### config.mk
export PLATFORM = sky130hd
export DESIGN_NAME = hmi_top
export DESIGN_NICKNAME = d
export VERILOG_FILES = /design/src/hmi_pkg.sv /design/src/hmi_sync.sv /design/src/hmi_serial.sv /design/src/hmi_top.sv
export VERILOG_INCLUDE_DIRS = /design/src /design/src/src
export SDC_FILE = /design/constraint.sdc
export NUM_CORES = 1
export LEC_CHECK = 0
export ABC_AREA = 1
export BUFFER_PORTS_ARGS = -buffer_cell sky130_fd_sc_hd__buf_2
export CORE_ASPECT_RATIO = 1.4
export CORE_MARGIN = 3
export CORE_UTILIZATION = 51
export CTS_BUF_LIST = sky130_fd_sc_hd__clkbuf_16
export DETAILED_ROUTE_END_ITERATION = 8
export GPL_TIMING_DRIVEN = 0
export PLACE_DENSITY_LB_ADDON = 0.05
export SYNTH_ARGS = -nofsm -noshare
export SYNTH_HDL_FRONTEND = slang
export SYNTH_SLANG_ARGS = --single-unit
### constraint.sdc
create_clock -name i_clk -period 1.5 [get_ports i_clk]
set_input_delay 0.15 -clock i_clk [delete_from_list [all_inputs] [get_ports i_clk]]
set_output_delay 0.15 -clock i_clk [all_outputs]
set_load 0.005 [all_outputs]
### src/hmi_defs.svh
// constants of the host micro interface
// included by the package, the serial engine and the top module
`ifndef HMI_DEFS_SVH
`define HMI_DEFS_SVH
`define HMI_AW 11
`define HMI_DW 8
`define HMI_NCH 8
`define HMI_NEV 8
`define HMI_NPIN 25
// pin vector reset: select, strobes, direction idle high
`define HMI_PIN_RST 25'h1c0_0000
`define HMI_A_ISTAT 11'h7f0
`define HMI_A_IMASK 11'h7f1
`define HMI_A_TEST 11'h7f2
`define HMI_SER_CW 5'h0c
`define HMI_SER_LEN 5'h14
`define HMI_SER_RW 11
`endif

### src/hmi_pkg.sv
// types of the host micro interface
// assumes hmi_defs.svh on the include path
`include "hmi_defs.svh"
package hmi_pkg;
   typedef struct packed
   {
      logic wr;
      logic rd;
      logic [`HMI_AW-1:0] addr;
      logic [`HMI_DW-1:0] wdata;
   } hmi_req_t;
   typedef enum logic [2:0]
   {
      PAR_IDLE = 3'h1,
      PAR_ACT = 3'h2,
      PAR_WAIT = 3'h4
   } hmi_par_st_t;
   typedef enum logic [2:0]
   {
      SER_IDLE = 3'h1,
      SER_SHIFT = 3'h2,
      SER_WAIT = 3'h4
   } hmi_ser_st_t;
endpackage

### src/hmi_sync.sv
// two flip-flop synchroniser for a vector of pins
// assumes every bit is an independent level
`timescale 1ns/1ps
`default_nettype none
module hmi_sync #(
   parameter int W = 1,
   parameter logic [W-1:0] RST = '0
) (
   // clock and reset
   input wire logic i_clk,
   input wire logic i_rst_n,
   // pins and synchronised copy
   input wire logic [W-1:0] i_d,
   output logic [W-1:0] o_q
);
   logic [W-1:0] meta_ff;
   logic [W-1:0] q_ff;
   always_ff @(posedge i_clk or negedge i_rst_n)
   begin
      if (!i_rst_n)
      begin
         meta_ff <= RST;
         q_ff <= RST;
      end
      else
      begin
         meta_ff <= i_d;
         q_ff <= meta_ff;
      end
   end
   assign o_q = q_ff;
endmodule
`default_nettype wire

### src/hmi_serial.sv
// four-wire serial engine: rw flag, 11 address bits, 8 data bits
// assumes sclk edges as one-cycle pulses from the sampled pin
`timescale 1ns/1ps
`default_nettype none
`include "hmi_defs.svh"
module hmi_serial (
   // clock and reset
   input wire logic i_clk,
   input wire logic i_rst_n,
   // sampled link
   input wire logic i_en,
   input wire logic i_sclk_rise,
   input wire logic i_sclk_fall,
   input wire logic i_sin,
   // read answer
   input wire logic [`HMI_DW-1:0] i_rdata,
   input wire logic i_rdata_vld,
   // request and serial output
   output hmi_pkg::hmi_req_t o_req,
   output logic o_sout,
   output logic o_sout_oe
);
   import hmi_pkg::*;
   hmi_ser_st_t st_ff, nxt_st;
   logic [4:0] cnt_ff, nxt_cnt;
   logic [19:0] sr_ff, nxt_sr;
   logic [`HMI_DW-1:0] out_ff, nxt_out;
   logic sout_ff, nxt_sout;
   hmi_req_t req_ff, nxt_req;
   logic rdf_ff, nxt_rdf;
   always_comb
   begin
      nxt_st = st_ff;
      nxt_cnt = cnt_ff;
      nxt_sr = sr_ff;
      nxt_out = out_ff;
      nxt_sout = sout_ff;
      nxt_req = '0;
      nxt_rdf = rdf_ff;
      if (i_rdata_vld)
         nxt_out = i_rdata;
      case (st_ff)
         SER_IDLE:
         begin
            nxt_cnt = '0;
            nxt_rdf = 1'b0;
            if (i_en)
               nxt_st = SER_SHIFT;
         end
         SER_SHIFT:
         begin
            if (i_sclk_rise)
            begin
               nxt_sr = {sr_ff[18:0], i_sin};
               nxt_cnt = cnt_ff + 5'h1;
               if (nxt_cnt == `HMI_SER_CW && nxt_sr[`HMI_SER_RW])
               begin
                  nxt_req.rd = 1'b1;
                  nxt_rdf = 1'b1;
                  nxt_req.addr = nxt_sr[`HMI_AW-1:0];
               end
               if (nxt_cnt == `HMI_SER_LEN)
               begin
                  nxt_st = SER_WAIT;
                  nxt_req.wr = ~nxt_sr[19];
                  nxt_req.addr = nxt_sr[18:8];
                  nxt_req.wdata = nxt_sr[7:0];
               end
            end
            // output moves on the falling edge only
            if (i_sclk_fall && cnt_ff >= `HMI_SER_CW)
            begin
               nxt_sout = out_ff[`HMI_DW-1];
               nxt_out = {out_ff[`HMI_DW-2:0], 1'b0};
            end
         end
         SER_WAIT: nxt_st = SER_WAIT;
         default: nxt_st = SER_IDLE;
      endcase
      // a fresh select is needed for every frame
      if (!i_en)
         nxt_st = SER_IDLE;
   end
   always_ff @(posedge i_clk or negedge i_rst_n)
   begin
      if (!i_rst_n)
      begin
         st_ff <= SER_IDLE;
         cnt_ff <= '0;
         sr_ff <= '0;
         out_ff <= '0;
         sout_ff <= 1'b0;
         req_ff <= '0;
         rdf_ff <= 1'b0;
      end
      else
      begin
         st_ff <= nxt_st;
         cnt_ff <= nxt_cnt;
         sr_ff <= nxt_sr;
         out_ff <= nxt_out;
         sout_ff <= nxt_sout;
         req_ff <= nxt_req;
         rdf_ff <= nxt_rdf;
      end
   end
   assign o_req = req_ff;
   assign o_sout = sout_ff;
   // read data driven only after the control word of a read
   // rw flag kept apart: the shift register moves on under it
   assign o_sout_oe = i_en && st_ff != SER_IDLE && rdf_ff;
endmodule
`default_nettype wire

### src/hmi_top.sv
// host micro interface: parallel bus in two styles or serial link
// assumes pins asynchronous to i_clk, line data and events on i_clk
`timescale 1ns/1ps
`default_nettype none
`include "hmi_defs.svh"
module hmi_top (
   // clock and reset
   input wire logic i_clk,
   input wire logic i_rst_n,
   // host pins
   input wire logic i_sel_n,
   input wire logic [`HMI_AW-1:0] i_addr,
   input wire logic [`HMI_DW-1:0] i_data,
   output logic [`HMI_DW-1:0] o_data,
   output logic [`HMI_DW-1:0] o_data_oe,
   input wire logic i_bus_style_select,
   input wire logic i_rw_wr_sin,
   input wire logic i_strobe_sclk,
   input wire logic i_serial_host_enable,
   input wire logic i_line_driver_float,
   output logic o_int_o,
   output logic o_int_oe,
   // line transmit pairs from the channels
   input wire logic [2*`HMI_NCH-1:0] i_line_tx,
   output logic [2*`HMI_NCH-1:0] o_line_tx_pair_o,
   output logic [2*`HMI_NCH-1:0] o_line_tx_pair_oe,
   // internal register port
   output logic [`HMI_AW-1:0] o_reg_addr,
   output logic [`HMI_DW-1:0] o_reg_wdata,
   output logic o_reg_wr,
   output logic o_reg_rd,
   input wire logic [`HMI_DW-1:0] i_reg_rdata,
   // events and test mode
   input wire logic [`HMI_NEV-1:0] i_event,
   output logic o_test_mode
);
   import hmi_pkg::*;

   function automatic logic is_local(input logic [`HMI_AW-1:0] a);
      is_local = a == `HMI_A_ISTAT || a == `HMI_A_IMASK ||
         a == `HMI_A_TEST;
   endfunction

   // all pins pass two flip-flops first
   logic [`HMI_NPIN-1:0] pin_s;
   logic sel_n_s, strobe_s, dir_s, style_s, ser_mode_s, float_s;
   logic [`HMI_AW-1:0] addr_s;
   logic [`HMI_DW-1:0] data_s;
   hmi_sync #(
      .W(`HMI_NPIN),
      .RST(`HMI_PIN_RST)
   ) u_sync (
      .i_clk(i_clk),
      .i_rst_n(i_rst_n),
      .i_d({i_sel_n, i_strobe_sclk, i_rw_wr_sin, i_bus_style_select,
         i_serial_host_enable, i_line_driver_float, i_addr, i_data}),
      .o_q(pin_s)
   );
   assign {sel_n_s, strobe_s, dir_s, style_s, ser_mode_s, float_s,
      addr_s, data_s} = pin_s;

   // serial clock edges from the sampled pin
   logic sclk_d_ff, nxt_sclk_d;
   logic sclk_rise, sclk_fall;
   assign nxt_sclk_d = strobe_s;
   assign sclk_rise = strobe_s && !sclk_d_ff;
   assign sclk_fall = !strobe_s && sclk_d_ff;

   // parallel access decode
   logic par_act, par_rd;
   always_comb
   begin
      par_act = !sel_n_s && !ser_mode_s;
      if (style_s)
      begin
         par_act = par_act && (!strobe_s || !dir_s);
         par_rd = !strobe_s;
      end
      else
      begin
         par_act = par_act && !strobe_s;
         par_rd = dir_s;
      end
   end

   hmi_par_st_t st_ff, nxt_st;
   hmi_req_t par_req_ff, nxt_par_req;
   logic rd_ff, nxt_rd;
   logic [`HMI_AW-1:0] lat_a_ff, nxt_lat_a;
   logic [`HMI_DW-1:0] lat_d_ff, nxt_lat_d;
   always_comb
   begin
      nxt_st = st_ff;
      nxt_par_req = '0;
      nxt_rd = rd_ff;
      nxt_lat_a = lat_a_ff;
      nxt_lat_d = lat_d_ff;
      case (st_ff)
         PAR_IDLE:
            if (par_act)
            begin
               nxt_st = PAR_ACT;
               nxt_rd = par_rd;
               nxt_lat_a = addr_s;
               nxt_lat_d = data_s;
               nxt_par_req.rd = par_rd;
               nxt_par_req.addr = addr_s;
            end
         PAR_ACT:
            if (par_act)
            begin
               // write data taken as late as possible
               nxt_lat_a = addr_s;
               nxt_lat_d = data_s;
            end
            else
            begin
               nxt_st = PAR_WAIT;
               nxt_par_req.wr = !rd_ff;
               nxt_par_req.addr = lat_a_ff;
               nxt_par_req.wdata = lat_d_ff;
            end
         PAR_WAIT:
            if (sel_n_s)
               nxt_st = PAR_IDLE;
         default: nxt_st = PAR_IDLE;
      endcase
   end

   // serial engine
   hmi_req_t ser_req;
   logic sout, sout_oe;
   logic [`HMI_DW-1:0] rdata;
   logic rdv_ff, nxt_rdv;
   hmi_serial u_serial (
      .i_clk(i_clk),
      .i_rst_n(i_rst_n),
      .i_en(ser_mode_s && !sel_n_s),
      .i_sclk_rise(sclk_rise),
      .i_sclk_fall(sclk_fall),
      .i_sin(dir_s),
      .i_rdata(rdata),
      .i_rdata_vld(rdv_ff && ser_mode_s),
      .o_req(ser_req),
      .o_sout(sout),
      .o_sout_oe(sout_oe)
   );

   hmi_req_t req;
   logic loc;
   assign req = ser_mode_s ? ser_req : par_req_ff;
   assign loc = is_local(req.addr);
   assign o_reg_addr = req.addr;
   assign o_reg_wdata = req.wdata;
   assign o_reg_wr = req.wr && !loc;
   assign o_reg_rd = req.rd && !loc;

   // local status, mask and test registers
   logic [`HMI_NEV-1:0] stat_ff, nxt_stat, mask_ff, nxt_mask;
   logic test_ff, nxt_test;
   logic loc_rd_ff, nxt_loc_rd;
   logic [`HMI_DW-1:0] loc_q_ff, nxt_loc_q, dout_ff, nxt_dout;
   always_comb
   begin
      nxt_stat = stat_ff;
      nxt_mask = mask_ff;
      nxt_test = test_ff;
      if (req.wr && req.addr == `HMI_A_ISTAT)
         nxt_stat = stat_ff & ~req.wdata;
      if (req.wr && req.addr == `HMI_A_IMASK)
         nxt_mask = req.wdata;
      if (req.wr && req.addr == `HMI_A_TEST)
         nxt_test = req.wdata[0];
      // a new event wins over a clear in the same cycle
      nxt_stat = nxt_stat | i_event;
      if (sel_n_s)
         nxt_test = 1'b0;
      nxt_rdv = req.rd;
      nxt_loc_rd = req.rd && loc;
      case (req.addr)
         `HMI_A_ISTAT: nxt_loc_q = stat_ff;
         `HMI_A_IMASK: nxt_loc_q = mask_ff;
         `HMI_A_TEST: nxt_loc_q = {{(`HMI_DW-1){1'b0}}, test_ff};
         default: nxt_loc_q = '0;
      endcase
      nxt_dout = dout_ff;
      if (rdv_ff && !ser_mode_s)
         nxt_dout = rdata;
   end
   assign rdata = loc_rd_ff ? loc_q_ff : i_reg_rdata;

   always_ff @(posedge i_clk or negedge i_rst_n)
   begin
      if (!i_rst_n)
      begin
         sclk_d_ff <= 1'b1;
         st_ff <= PAR_IDLE;
         par_req_ff <= '0;
         rd_ff <= 1'b0;
         lat_a_ff <= '0;
         lat_d_ff <= '0;
         stat_ff <= '0;
         mask_ff <= '0;
         test_ff <= 1'b0;
         rdv_ff <= 1'b0;
         loc_rd_ff <= 1'b0;
         loc_q_ff <= '0;
         dout_ff <= '0;
      end
      else
      begin
         sclk_d_ff <= nxt_sclk_d;
         st_ff <= nxt_st;
         par_req_ff <= nxt_par_req;
         rd_ff <= nxt_rd;
         lat_a_ff <= nxt_lat_a;
         lat_d_ff <= nxt_lat_d;
         stat_ff <= nxt_stat;
         mask_ff <= nxt_mask;
         test_ff <= nxt_test;
         rdv_ff <= nxt_rdv;
         loc_rd_ff <= nxt_loc_rd;
         loc_q_ff <= nxt_loc_q;
         dout_ff <= nxt_dout;
      end
   end

   // pin drivers
   logic par_drive;
   assign par_drive = st_ff == PAR_ACT && rd_ff && par_act;
   assign o_data = ser_mode_s ? {{(`HMI_DW-1){1'b0}}, sout} : dout_ff;
   assign o_data_oe = ser_mode_s ? {{(`HMI_DW-1){1'b0}}, sout_oe}
      : {`HMI_DW{par_drive}};
   // open drain: level is always low, only the enable moves
   assign o_int_o = 1'b0;
   assign o_int_oe = |(stat_ff & mask_ff);
   assign o_line_tx_pair_o = i_line_tx;
   assign o_line_tx_pair_oe = {(2*`HMI_NCH){!float_s}};
   assign o_test_mode = test_ff;
endmodule
`default_nettype wire

==> key figures <==
Status
  • Status: finished, violations left
  • Failing checks: negative setup slack

Final layout
  • Fillers: 942
  • Layout cell share with drive strength beyond 1: 49.24%
  • Area growth syn-to-layout: 47.14%
  • Final #Nets: 1164
  • ANT cells: 0
  • Post-layout util: 78.00%

Die
  • Row Count: 53
  • Core area: 15250 µm²
  • Die area: 17420 µm²
  • IO Pins: 131
  • Initial core utilization: 53.01%
  • Die Y-Extent: 155.0 µm
  • Die Wd: 112.4 µm

Global route
  • Gr usage total: 22.24%
  • First-pass GRT wire length: 30.82 mm
  • Initial antenna violation count: 0
  • Largest net degree at the start of global routing: 100
  • Number of global-route vias before repair: 6310
  • Total gr overflow: 0

Clocking
  • Htree depth: 4
  • Root Buffer: clkbuf_16
  • Worst skew pair latency: 0.44 ns
  • Clk sink count: 188
  • CTS tree: yes
  • Clock Tree Buf Depth: 2
  • Inserted Clock Buffers: 17
  • Clk slew on worst S/H paths: 0.07 ns

Worst setup path
  • Crit start category: register
  • Maximum fanout along the worst path: 7
  • Reg2reg start: u_sync.o_q[20]$_DFF_PN0_
  • WP data arrival: 1.95 ns
  • Register-to-register setup slack: -0.28 ns
  • Type of the worst setup path: register to output port
  • Worst reg2reg endpoint: mask_ff[1]$_DFFE_PN0P_
  • Crit end category: output port
  • Reg2Reg Depth: 11
  • Crit path required time: 1.35 ns

Synth
  • Synth Register Bits: 188
  • Fraction of registers with async set or reset after synthesis: 100.0%
  • Top-count cell post-synth: nand2_1
  • Synth top area cells: dfrtp_1, nand2_1, buf_4
  • Post-synthesis sequential area ratio: 58.33%
  • Avg Inst Size Synth: 9.391 µm²
  • Net count after synthesis: 923
  • Largest area contributor in the netlist: dfrtp_1
  • Commonest cells post-synth: nand2_1, dfrtp_1, inv_1, o21ai_0, buf_4
  • Main flop type after synthesis: dfrtp_1
  • EDFF count, synth: 0
  • Synthesized instance count: 861
  • Post-synth cell types: 39
  • Ys Warns: 0
  • Top cell type's share of synthesized area: 55.40%
  • Post-synthesis cell area: 8085 µm²

Place
  • Placer Congestion: 0.8500
  • Dpl ws: -0.4848 ns
  • IO buf count: 113
  • Post-DP HPWL: 12.34 mm

Detailed routing
  • WL final: 21.57 mm
  • DR DRC count: 0
  • Avg WL per Cell: 16.50 µm
  • Antenna Nets Post-Route: 0
  • DRT Pass-1 Iters: 5
  • Number of vias per cell: 5.117
  • Vias: 6688
  • Starting DRT DRC Count: 435

Power
  • P per Cell Area: 1009 nW/µm²
  • Sw Ratio: 27.68%
  • Final Power: 12.01 mW
  • Share of total power in combinational logic: 14.1%
  • Maximum VDD drop: 0.8576 mV
  • Internal: 8.683 mW
  • Reg power frac: 48.2%
  • Clock share of power: 37.7%
  • Sw Pwr: 3.324 mW
  • Leakage power: 6.061 nW

STA
  • Setup Skew: 0.009672 ns
  • Min cycle time layout: 2.095 ns
  • F_max: 477.3 MHz
  • Hold Worst Slack: 0.09692 ns
  • Final setup viols: 149
  • Max_slew headroom: 50.55%
  • Unrepaired setup endpoints after global routing: yes
  • Worst Max-Slew Pin Slew: 0.7417 ns
  • Sum Neg Setup Slack: -28.20 ns
  • Final period utilization: 139.7%
  • Final max-slew violation count: 0
  • Final worst slack: -0.5953 ns
  • Final count of hold timing violations: 0

Worst hold path
  • Hold endpoint: dout_ff[2]$_DFFE_PN0P_
  • Worst min path class: input port to register
  • Hold Crit Start: i_reg_rdata[2]
  • Hold path depth: 4

Job
  • Max-Cap Viols: 0
[power by group through the flow]
stage | Clock (mW) | Combinational [mW] | Sequential, mW
floorplan | 0 | 0.742 | 5.78
global placement | 0 | 1.12 | 5.83
detailed placement | 0 | 1.16 | 5.84
CTS | 4.58 | 1.50 | 5.76
global route | 4.80 | 1.88 | 5.84
finish | 4.53 | 1.69 | 5.78
[repair_timing]
item                                   in CTS  in global routing
endpoints found under the hold margin     123                  0
pin swaps                                  40                 77
buffers inserted                           32                 31
gates resized for setup                   184                239
hold buffers                               34                  0
setup endpoints to repair                 183                188
gates cloned                                9                  8
[state kept, by name, indices dropped and copies added (netlist names)]
signal           count
u_serial.out_ff      8
rd_ff                1
mask_ff              8
dout_ff              8
loc_rd_ff            1
o_test_mode          1
u_serial.o_req      21
u_sync.o_q          25
u_serial.st_ff       3
st_ff                3
sclk_d_ff            1
u_serial.cnt_ff      5
par_req_ff          21
lat_a_ff            11
lat_d_ff             8
u_sync.meta_ff      25
stat_ff              8
loc_q_ff             8
rdv_ff               1
u_serial.o_sout      1
u_serial.sr_ff      19
u_serial.rdf_ff      1
[metal layers]
layer  vias up  share of wire, %  global-route usage [%]
met4         0               2.9                   6.816
met1      3248                41                   28.23
li1       3154                 -                       -
met2       241                52                   38.79
met3        45               5.1                   4.163
met5         -                 0                       0
[final cells by class]
| cell class | count | area [µm²] | share of cell area (%) |
|---|---|---|---|
| clock inverter | 15 | 172.7 | 1.451 |
| multi-input combinational | 490 | 3366 | 28.29 |
| timing repair inverter | 3 | 22.52 | 0.1893 |
| buffer | 83 | 795.8 | 6.689 |
| inverter | 99 | 417.9 | 3.513 |
| tap | 192 | 240.2 | 2.019 |
| clock buffer | 17 | 425.4 | 3.576 |
| timing repair buffer | 220 | 1735 | 14.59 |
| sequential | 188 | 4721 | 39.68 |
[layout by cell type, fill, tap and decap left out, types with 6 or more instances in the layout]
master,synthesis,layout
dlygate4sd3_1,0,34
mux2_2,8,8
nand2_1,229,136
nand2_2,8,75
nand3_1,44,22
o21ai_1,12,32
nor2_2,4,13
inv_1,96,88
o21ai_0,67,20
nor2_4,4,20
nand4_1,29,29
nor2_1,46,22
o21ai_2,2,27
nor3_4,1,6
clkbuf_16,0,24
buf_8,0,9
nand3_2,3,21
dfrtp_1,179,175
clkbuf_8,0,6
dfstp_2,9,9
buf_6,4,45
buf_4,62,85
nand2_4,1,25
buf_2,10,112
clkinvlp_4,0,6
inv_8,0,8
[kinds of logic (layout without fill, tap and decap cells)]
family                     Yosys count  after routing  share of synthesized area (%)
buffers and inverters              184            437                          11.98
xor gates and xnor gates             3              3                         0.3250
DFF                                188            188                          58.33
other                                1              1                        0.04638
and+or+nand+nor                    382            383                          21.59
adders and majority gates            3              3                         0.4643
AOI/OAI and AO/OA                   92             92                          6.159
muxes                                8              8                          1.114
[worst max-delay path by stage]
stage	start	end	slack (ns)	depth (start not counted)
floorplan	u_serial.cnt_ff[0]$_DFFE_PN0P_	u_serial.o_req[8]$_DFF_PN0_	0.00006	7
global placement	i_rst_n	u_sync.meta_ff[11]$_DFF_PN0_	-2.71	1
detailed placement	u_sync.o_q[23]$_DFF_PN1_	o_data_oe[4]	-0.48	7
CTS	u_sync.o_q[20]$_DFF_PN0_	o_reg_wr	-0.56	12
global route	u_sync.o_q[20]$_DFF_PN0_	o_reg_rd	-0.69	11
finish	u_sync.o_q[20]$_DFF_PN0_	o_data_oe[4]	-0.60	7
[critical path: stages, from the launching register on]
cell,delay [ns]
dfrtp_1,0.37
buf_6,0.15
buf_4,0.14
nor3_4,0.19
nand2_2,0.16
nor2_4,0.24
buf_4,0.15
buf_2,0.11
[metrics by stage]
stage	instances	area, µm²
2_1_floorplan	861	8103
3_3_place_gp	1166	8909
3_5_place_dp	1167	8946
4_1_cts	1273	10810
5_1_grt	1307	11900
6_report	1307	11900
(Power assumes the default switching activity.)
